==> src/design/ums_pkg.sv <==
// Package for the ultrasonic measurement sequencer: settings, timing and state encodings.
// Assumes a single 20 MHz system clock shared by both ends.
package ums_pkg;
    localparam int CLK_PERIOD_NS      = 50;
    localparam int EN_TRIG_WAIT_NS    = 50;
    localparam int EN_TRIG_WAIT_CYC   = (EN_TRIG_WAIT_NS + CLK_PERIOD_NS - 1) / CLK_PERIOD_NS;
    localparam int RES_TRIG_WAIT_NS   = 3050;
    localparam int RES_TRIG_WAIT_CYC  = (RES_TRIG_WAIT_NS + CLK_PERIOD_NS - 1) / CLK_PERIOD_NS;
    localparam int DIV_W              = 3;
    localparam int NUM_TX_W           = 5;
    localparam int START_CAP          = 3;
    localparam int CNT_W              = 16;
    localparam logic [DIV_W-1:0]    DIV_RESET    = 3'h2;
    localparam logic [NUM_TX_W-1:0] NUM_TX_RESET = 5'h01;
    localparam int ECHO_GAP_CYC       = 4;

    typedef enum logic [1:0] {
        UMS_IDLE  = 2'b00,
        UMS_BURST = 2'b01,
        UMS_LISTEN = 2'b10
    } ums_state_t;
endpackage

==> src/design/ums_link_if.sv <==
// Interface carrying the pins between the sequencer device end and its host end.
// Assumes both ends run on the same clock; config stands in for the serial settings path.
`timescale 1ns/1ns
`default_nettype none
interface ums_link_if;
    logic                          enable;
    logic                          trigger;
    logic                          cfg_write;
    logic [ums_pkg::DIV_W-1:0]     cfg_div;
    logic [ums_pkg::NUM_TX_W-1:0]  cfg_num_tx;
    logic                          start_pulse;
    logic                          stop_pulse;
    logic                          tx_out;
    logic                          busy;

    modport device (
        input  enable,
        input  trigger,
        input  cfg_write,
        input  cfg_div,
        input  cfg_num_tx,
        output start_pulse,
        output stop_pulse,
        output tx_out,
        output busy
    );
    modport host (
        output enable,
        output trigger,
        output cfg_write,
        output cfg_div,
        output cfg_num_tx,
        input  start_pulse,
        input  stop_pulse,
        input  tx_out,
        input  busy
    );
endinterface
`default_nettype wire

==> src/design/ums_device.sv <==
// Device end of the ultrasonic measurement sequencer: START, TX burst and STOP generation.
// Assumes the host keeps its enable and reset waits; echo comparator outputs are synchronous.
//
// Behaviour
// - Trigger starts cycle; device emits one START.
// - START begins first in every measurement cycle.
// - TX burst begins at START rising edge.
// - Divider 2h: START 1,2,3 periods wide.
// - Host waits 50 ns after enable before trigger.
// - Host waits 3.05 us after reset.
// - Threshold comparator qualifies, second makes STOP.
// - Detected echo crossings driven as STOP pulses.
// - Host-written settings apply to following cycles.
// - TX frequency is reference clock over 2^(div+1).
`timescale 1ns/1ns
`default_nettype none
module ums_device #(
    parameter int LISTEN_CYC = 4000
) (
    input  wire logic clk,
    input  wire logic rst,
    ums_link_if.device link,
    input  wire logic echo_thresh,
    input  wire logic echo_zero
);
    // The listen counter and the widest TX period must both fit in CNT_W bits.
    // A wider divider field would need a wider phase counter as well.
    if (LISTEN_CYC < 1 || LISTEN_CYC >= (1 << ums_pkg::CNT_W)) begin : g_bad_listen
        $error("LISTEN_CYC out of range");
    end
    if ((2 << ((1 << ums_pkg::DIV_W) - 1)) >= (1 << ums_pkg::CNT_W)) begin : g_bad_div
        $error("divider range exceeds counter width");
    end
    if (ums_pkg::START_CAP >= (1 << ums_pkg::NUM_TX_W)) begin : g_bad_cap
        $error("start cap exceeds pulse count width");
    end

    ums_pkg::ums_state_t           state_q, state_d;
    logic [ums_pkg::DIV_W-1:0]     div_q, div_d;
    logic [ums_pkg::NUM_TX_W-1:0]  num_q, num_d;
    logic [ums_pkg::DIV_W-1:0]     run_div_q, run_div_d;
    logic [ums_pkg::NUM_TX_W-1:0]  run_num_q, run_num_d;
    logic [ums_pkg::CNT_W-1:0]     phase_q, phase_d;
    logic [ums_pkg::NUM_TX_W-1:0]  pulses_q, pulses_d;
    logic [ums_pkg::CNT_W-1:0]     listen_q, listen_d;
    logic                          tx_q, tx_d;
    logic                          start_q, start_d;
    logic                          stop_q, stop_d;
    logic                          qual_q, qual_d;
    logic                          zero_prev_q, zero_prev_d;
    logic                          trig_prev_q, trig_prev_d;
    logic [ums_pkg::CNT_W-1:0]     half_period;
    logic [ums_pkg::NUM_TX_W-1:0]  start_periods;
    logic                          listen_on;

    // The reference clock here is clk, so a half TX period is 2^div cycles.
    assign half_period   = ums_pkg::CNT_W'(1) << run_div_q;
    assign start_periods = (run_num_q > ums_pkg::NUM_TX_W'(ums_pkg::START_CAP))
                         ? ums_pkg::NUM_TX_W'(ums_pkg::START_CAP) : run_num_q;

    // Settings land in shadow copies; a running cycle keeps its own snapshot.
    // The trigger history resets high so a trigger held across reset is not taken as new.
    always_comb begin
        div_d       = div_q;
        num_d       = num_q;
        trig_prev_d = link.trigger;
        if (link.cfg_write) begin
            div_d = link.cfg_div;
            num_d = link.cfg_num_tx;
        end
    end

    always_ff @(posedge clk) begin
        if (rst) begin
            div_q       <= ums_pkg::DIV_RESET;
            num_q       <= ums_pkg::NUM_TX_RESET;
            trig_prev_q <= 1'b1;
        end else begin
            div_q       <= div_d;
            num_q       <= num_d;
            trig_prev_q <= trig_prev_d;
        end
    end

    always_comb begin
        state_d     = state_q;
        run_div_d   = run_div_q;
        run_num_d   = run_num_q;
        phase_d     = phase_q;
        pulses_d    = pulses_q;
        listen_d    = listen_q;
        tx_d        = tx_q;
        start_d     = start_q;
        case (state_q)
            ums_pkg::UMS_IDLE: begin
                tx_d    = 1'b0;
                start_d = 1'b0;
                if (link.enable && link.trigger && !trig_prev_q && num_q != '0) begin
                    state_d   = ums_pkg::UMS_BURST;
                    run_div_d = div_q;
                    run_num_d = num_q;
                    start_d   = 1'b1;
                    tx_d      = 1'b1;
                    phase_d   = '0;
                    pulses_d  = '0;
                end
            end
            ums_pkg::UMS_BURST: begin
                if (phase_q == (half_period << 1) - ums_pkg::CNT_W'(1)) begin
                    phase_d  = '0;
                    pulses_d = pulses_q + ums_pkg::NUM_TX_W'(1);
                    if (pulses_q + ums_pkg::NUM_TX_W'(1) >= start_periods) begin
                        start_d = 1'b0;
                    end
                    if (pulses_q + ums_pkg::NUM_TX_W'(1) >= run_num_q) begin
                        tx_d     = 1'b0;
                        state_d  = ums_pkg::UMS_LISTEN;
                        listen_d = '0;
                    end else begin
                        tx_d = 1'b1;
                    end
                end else begin
                    phase_d = phase_q + ums_pkg::CNT_W'(1);
                    if (phase_q == half_period - ums_pkg::CNT_W'(1)) begin
                        tx_d = 1'b0;
                    end
                end
            end
            ums_pkg::UMS_LISTEN: begin
                start_d  = 1'b0;
                listen_d = listen_q + ums_pkg::CNT_W'(1);
                if (listen_q == ums_pkg::CNT_W'(LISTEN_CYC - 1)) begin
                    state_d = ums_pkg::UMS_IDLE;
                end
            end
            default: begin
                state_d = ums_pkg::UMS_IDLE;
            end
        endcase
        if (!link.enable) begin
            state_d = ums_pkg::UMS_IDLE;
            tx_d    = 1'b0;
            start_d = 1'b0;
        end
    end

    always_ff @(posedge clk) begin
        if (rst) begin
            state_q     <= ums_pkg::UMS_IDLE;
            run_div_q   <= ums_pkg::DIV_RESET;
            run_num_q   <= ums_pkg::NUM_TX_RESET;
            phase_q     <= '0;
            pulses_q    <= '0;
            listen_q    <= '0;
            tx_q        <= 1'b0;
            start_q     <= 1'b0;
        end else begin
            state_q     <= state_d;
            run_div_q   <= run_div_d;
            run_num_q   <= run_num_d;
            phase_q     <= phase_d;
            pulses_q    <= pulses_d;
            listen_q    <= listen_d;
            tx_q        <= tx_d;
            start_q     <= start_d;
        end
    end

    // STOP is only raised while the listen window goes on into the next cycle, so a
    // crossing on its last cycle or during an enable abort never shows outside busy.
    assign listen_on = (state_q == ums_pkg::UMS_LISTEN) && (state_d == ums_pkg::UMS_LISTEN);

    always_comb begin
        qual_d      = qual_q;
        stop_d      = 1'b0;
        zero_prev_d = echo_zero;
        if (!listen_on) begin
            qual_d = 1'b0;
        end else begin
            if (echo_thresh) begin
                qual_d = 1'b1;
            end
            // Only rising zero-crossings in or after the cycle of qualification become STOP pulses.
            if ((qual_q || echo_thresh) && echo_zero && !zero_prev_q) begin
                stop_d = 1'b1;
            end
        end
    end

    always_ff @(posedge clk) begin
        if (rst) begin
            stop_q      <= 1'b0;
            qual_q      <= 1'b0;
            zero_prev_q <= 1'b0;
        end else begin
            stop_q      <= stop_d;
            qual_q      <= qual_d;
            zero_prev_q <= zero_prev_d;
        end
    end

    assign link.start_pulse = start_q;
    assign link.stop_pulse  = stop_q;
    assign link.tx_out      = tx_q;
    assign link.busy        = (state_q != ums_pkg::UMS_IDLE);
endmodule
`default_nettype wire

==> src/flat_wrapper.sv <==
// flat-port wrapper written by rule: the top's interface ports become plain ports
module ums_device_flat 
#(
    parameter int LISTEN_CYC = 4000
)
  (clk, rst, echo_thresh, echo_zero, link_enable, link_trigger, link_cfg_write, link_cfg_div, link_cfg_num_tx, link_start_pulse, link_stop_pulse, link_tx_out, link_busy);
  ums_link_if link_i ();
  input  wire logic clk;
  input  wire logic rst;
  input  wire logic echo_thresh;
  input  wire logic echo_zero;
  input wire logic [$bits(link_i.enable)-1:0] link_enable;
  input wire logic [$bits(link_i.trigger)-1:0] link_trigger;
  input wire logic [$bits(link_i.cfg_write)-1:0] link_cfg_write;
  input wire logic [$bits(link_i.cfg_div)-1:0] link_cfg_div;
  input wire logic [$bits(link_i.cfg_num_tx)-1:0] link_cfg_num_tx;
  output wire logic [$bits(link_i.start_pulse)-1:0] link_start_pulse;
  output wire logic [$bits(link_i.stop_pulse)-1:0] link_stop_pulse;
  output wire logic [$bits(link_i.tx_out)-1:0] link_tx_out;
  output wire logic [$bits(link_i.busy)-1:0] link_busy;
  assign link_i.enable = link_enable;
  assign link_i.trigger = link_trigger;
  assign link_i.cfg_write = link_cfg_write;
  assign link_i.cfg_div = link_cfg_div;
  assign link_i.cfg_num_tx = link_cfg_num_tx;
  assign link_start_pulse = link_i.start_pulse;
  assign link_stop_pulse = link_i.stop_pulse;
  assign link_tx_out = link_i.tx_out;
  assign link_busy = link_i.busy;
  ums_device #(.LISTEN_CYC(LISTEN_CYC)) u_core (.clk(clk), .rst(rst), .link(link_i), .echo_thresh(echo_thresh), .echo_zero(echo_zero));
endmodule
==> config.mk <==
export PLATFORM = sky130hd
export DESIGN_NAME = ums_device_flat
export DESIGN_NICKNAME = d
export VERILOG_FILES = /design/src/design/ums_pkg.sv /design/src/design/ums_link_if.sv /design/src/design/ums_device.sv /design/src/flat_wrapper.sv
export SDC_FILE = /design/constraint.sdc
export NUM_CORES = 1
export LEC_CHECK = 0
export ABC_AREA = 1
export BUFFER_PORTS_ARGS = -buffer_cell sky130_fd_sc_hd__buf_4
export CORE_MARGIN = 1.5
export CORE_UTILIZATION = 48
export CTS_CLUSTER_SIZE = 14
export DETAILED_ROUTE_END_ITERATION = 8
export PLACE_DENSITY_LB_ADDON = 0.25
export SLEW_MARGIN = 10
export SYNTH_ARGS = -nofsm -noshare
export SYNTH_HDL_FRONTEND = slang
export SYNTH_SLANG_ARGS = --single-unit
==> constraint.sdc <==
create_clock -name clk -period 4.15 [get_ports clk]
set_clock_uncertainty 0.1 [all_clocks]
set_input_delay 0.2075 -clock clk [delete_from_list [all_inputs] [get_ports clk]]
set_output_delay 0.2075 -clock clk [all_outputs]
set_load 0.03 [all_outputs]
Yosys cells after proc, flatten, opt, wreduce, memory -nomap -nowiden. Cells that the tools add are included.

Word-level logic and storage cells: 84. Flip-flop bits (word level): 61. Bits of input ports: 15.

Reductions and logical operators: 23. Add/sub/neg operators: 5. Equal/unequal tests: 11. Multiplexer cells: 25. Shifts and indexed selects: 1. $lt $le $gt $ge: 3. Bitwise operators: 2.

Operators with widths (number): 16-bit 2-to-1 mux (4); 16-bit case mux with 2 select lines (2); 16-bit by 1-bit adder with 16-bit output (second input constant) (2); 16-bit equality test (2); 16-bit by 1-bit subtractor with 16-bit output (second input constant) (2); 16-bit by 12-bit equality test with 1-bit output (second input constant) (1); 1-bit by 3-bit << shifter with 16-bit output (first input constant) (1); 5-bit 2-to-1 mux (3); 5-bit greater-or-equal comparator (2); 2-bit 2-to-1 mux (5); 5-bit case mux with 2 select lines (1); 3-bit AND reduction (3); 2-bit by 1-bit != test with 1-bit output (second input constant) (4); 1-bit 2-to-1 mux (7); 1-bit logical AND (6); 2-bit case mux with 3 select lines (1); 2-bit AND reduction (3); 2-bit nonzero test (3); 5-bit by 1-bit adder with 5-bit output (second input constant) (1); 5-bit by 2-bit greater-than comparator with 1-bit output (second input constant) (1); 5-bit nonzero test (1); 2-bit equality test (second input constant) (2); 2-bit OR reduction (2); 3-bit by 1-bit != test with 1-bit output (second input constant) (1); 8 further kinds (10).

Depth between registers and ports, before layout.
Depth in word-level cells: 10. Mapped depth: 18. Mapped depth without buffers: 16.

Least setup slack after synthesis. OpenSTA, ideal clock, no wires.

Path type: reg-to-reg. Start: register u_core.pulses_q[0] (netlist name). End: register u_core.listen_q[0] (netlist name). Clock period less this slack: 2.322 ns. Setup slack: 1.828 ns. Arrival time: 2.152 ns. Cell stages (with the launch flop): 13. Buffers on the path: 1. Library setup time: 0.071 ns. Cells stage by stage: dfxtp_1 -> ha_1 -> nand3_1 -> xor2_1 -> inv_1 -> ha_1 -> nand2_1 -> o2111ai_1 -> nand2_1 -> o21ai_2 -> buf_2 -> nand3_1 -> a21oi_1.

Cells in the longest elaborated chain, start to end: 4.

Ends and longest elaborated chain: start: declaration (RTL line ums_device.sv:44) `logic [ums_pkg::NUM_TX_W-1:0] pulses_q, pulses_d;`; start signal: assignment (RTL line ums_device.sv:162) `pulses_q <= pulses_d;`; 5-bit by 1-bit adder with 5-bit output (RTL line ums_device.sv:115) `if (pulses_q + ums_pkg::NUM_TX_W'(1) >= run_num_q) begin`; 5-bit greater-or-equal comparator (RTL line ums_device.sv:115); 2-bit by 1-bit != test with 1-bit output (no source line); 3-bit AND reduction (no source line); end signal: assignment (RTL line ums_device.sv:163) `listen_q <= listen_d;`; end: declaration (RTL line ums_device.sv:45) `logic [ums_pkg::CNT_W-1:0] listen_q, listen_d;`.

Every way passes these cells. A chain may end at the register's enable or synchronous reset.

Worst setup path in the final report.
Start: register u_core.pulses_q[0] (netlist name). End: register u_core.listen_q[6] (netlist name).

Same word-level chain as after synthesis.

==> results by group <==
Die
  – Initial core utilization: around 49%
  – Die area: about 0.0085 sq mm
  – Core area: just under 0.008 sq mm
  – Die extent in y: 92.0 um
  – Chip Width: around 92 um
  – # IOs: 19
  – Std-Cell Rows: 32

Clock network
  – Worst-path clk slew: ~0.07 ns
  – H-Tree Depth: 3
  – Post-cts gate resize count: 0
  – CTS tree: done
  – Postcts setup bufs: 0
  – CTS Sinks: 61
  – Root buffer cell: clkbuf_8
  – Total CTS buffers: 9
  – Buffer depth of the longest clock path: 2
  – Skew-Pair Late Insertion Delay: roughly 0.34 ns

Job
  – Max Cap Viol: 0

STA
  – Worst slew margin: 48.0%
  – Final Worst Setup Slack: about 1.3 ns
  – Fin crit period: about 2.8 ns
  – Max Clk Rate: 0.354 GHz
  – Sum Neg Setup Slack: 0 ns
  – Hold Fails Final Rpt: 0
  – Final slew viol count: 0
  – Unrepaired setup endpoints after global routing: false
  – Worst-Margin Slew: between 0.7 and 0.8 ns
  – Fin crit share: 68.1%
  – Setup violations, final: 0

Finish
  – Multi-input gate area: between 0.002 and 0.0025 sq mm
  – Fillers: 775
  – Antenna diodes: 0
  – Layout area overhead: 11.7%
  – Layout cells sized above 1: roughly a tenth
  – Most frequent cells in the layout: nand2_1 (114), nor2_1 (88), nand3_1 (61), dfxtp_1 (61), inv_1 (57)
  – Most common cell after layout, fill and taps aside: nand2_1
  – Fin nets: 622
  – Reg area: 0.00122 sq mm

Placed design
  – Pre-CTS WS: ~1.3 ns
  – Buffers on Ports: 18
  – Hpwl dp: 6170 um
  – RD Place Congestion: about 0.88

GRT
  – Initial antenna violation count: 0
  – Global Route Usage Sum: a little over a fifth
  – Total grt overflow: 0
  – Number of global-route vias before repair: 3408
  – Largest net degree at the start of global routing: 25
  – First-pass GRT wire length: ~15000 um

Yosys
  – Synth Instances: around 560
  – Area contributors post-synth: dfxtp_1 (32%), nand2_1 (11%), nor2_1 (8.7%), nand3_1 (8.0%), ha_1 (5.9%)
  – Async SR Flop Fraction: 0%
  – Syn avg cell area: 6.74 sq um
  – Post-synth top area cell: dfxtp_1
  – Yosys top cell area share: roughly 32%
  – Sequential area share after synthesis: 32.1%
  – Yosys reg bits: 61
  – Synthesized area: 0.00380 sq mm
  – Yosys Warn Count: 0
  – EDFF count, synth: 0
  – Synth unique cells: 38
  – Main synth FF type: dfxtp_1

Run status
  – Outcome: finished clean

Power and ir drop
  – Leak: about 1.6 nW
  – Max VDD drop: 0.000167 V
  – Power Density: a little under 300 mW/mm^2

Drt
  – Via count: roughly 3600
  – DRC marker count from the first detailed-route iteration: 166
  – Routed WL: roughly 8500 um
  – Antenna viol nets, final: 0
  – Vias per cell: between 5 and 6
  – DR pass1 iterations: 4
  – Drc violations: 0
  – Wire per inst: 12.3 um

Worst setup path
  – Worst setup EP type: flip-flop
  – Crit path arrival time: around 2.9 ns
  – Req. time, crit path: ~4.3 ns
  – CP Launch Type: flip-flop
  – Setup Crit Path Kind: flip-flop to flip-flop
  – Crit path max fanout: 17

Worst hold path
  – HP Class: input port to flip-flop
[sequential cells by signal, indices dropped and copies added (netlist names)]
signal and flops:
u_core.state_q 2, u_core.pulses_q 5, u_core.trig_prev_q 1, u_core.link.start_pulse 1, u_core.qual_q 1, u_core.run_num_q 5
u_core.run_div_q 3, u_core.link.tx_out 1, u_core.listen_q 16, u_core.link.stop_pulse 1, u_core.zero_prev_q 1, u_core.phase_q 16
u_core.num_q 5, u_core.div_q 3
[synthesized netlist by cell type, types with 3 or more instances]
library cell / instances
nor2_1: 88
dfxtp_1: 61
o21ai_0: 17
nor3_2: 4
nor3_1: 16
nor2_2: 4
nand2_1: 114
inv_1: 57
nand3_2: 3
nand2_4: 4
nand3_1: 61
inv_2: 4
xor2_1: 22
buf_6: 4
or2_2: 3
nor3b_1: 4
clkbuf_1: 6
a21oi_1: 35
ha_1: 18
nand4_1: 15
[final timing paths]
check,slack (ns),startpoint,cells after the start,end
min reg2reg,0.36,u_core.div_q[1],2,u_core.div_q[1]
max reg2reg,1.32,u_core.pulses_q[0],12,u_core.listen_q[6]
min,0.04,link_cfg_write,3,u_core.num_q[0]
max,1.32,u_core.pulses_q[0],12,u_core.listen_q[6]
[power by group]
group	switching [mW]	internal [mW]	leakage, nW
registers	0.00851	0.597	0.495
logic	0.0676	0.0441	1.04
clock network	0.231	0.305	0.101
total	0.307	0.945	1.63
[through the flow]
step	utilization (%)	hold WS [ns]	instances	instance area, sq um	power, mW
after global routing	55.2	0.0613	695	4240	1.31
after detailed placement	51.4	0.307	671	3950	0.722
after CTS	55.2	0.0314	695	4240	1.27
final	55.2	0.0393	695	4240	1.25
after floorplan	-	0.177	566	3810	0.697
after global placement	51.4	0.301	671	3950	0.720
[routing by layer]
layer | track usage (%) | share of wire, % | vias up
met1 | 27.5 | 47 | 1593
li1 | - | - | 1880
met4 | 7.69 | 1.5 | 0
met2 | 37.5 | 48 | 72
met5 | 0 | 0 | -
met3 | 4.06 | 3.7 | 13
[kinds of logic (layout without fill, tap and decap cells)]
kind of cell | Yosys count | count (layout) | share of synthesized area (%)
xor gates and xnor gates | 23 | 23 | 5.30
and+or+nand+nor | 323 | 323 | 38.7
AOI/OAI and AO/OA | 60 | 60 | 8.53
other | 1 | 3 | 0.0987
DFF | 61 | 61 | 32.1
adders and majority gates | 18 | 18 | 5.93
buffers and inverters | 78 | 105 | 9.26
[final cells by class]
type / instances / share of cell area [%]
Clock buffer: 11 / 3.57
Clock inverter: 4 / 1.12
Inverter: 63 / 5.57
Multi-Input combinational cell: 427 / 52.6
Sequential cell: 61 / 28.8
Tap cell: 102 / 3.01
Timing Repair Buffer: 27 / 5.31
[worst max-delay path, stage by stage (launching register included)]
cell	delay (ns)
dfxtp_1	0.45
ha_1	0.23
nand3_1	0.10
xor2_1	0.14
inv_1	0.10
ha_1	0.32
nand2_1	0.07
o2111ai_1	0.30
nand2_1	0.11
o21ai_2	0.32
nand2_4	0.25
nand2_1	0.13
a21oi_1	0.07
[repair_timing]
item	in CTS	in global routing
hold buffers	9	0
endpoints found under the setup margin	0	0
hold endpoints to repair	9	0
No activity file was read; power rests on OpenSTA's default activity.
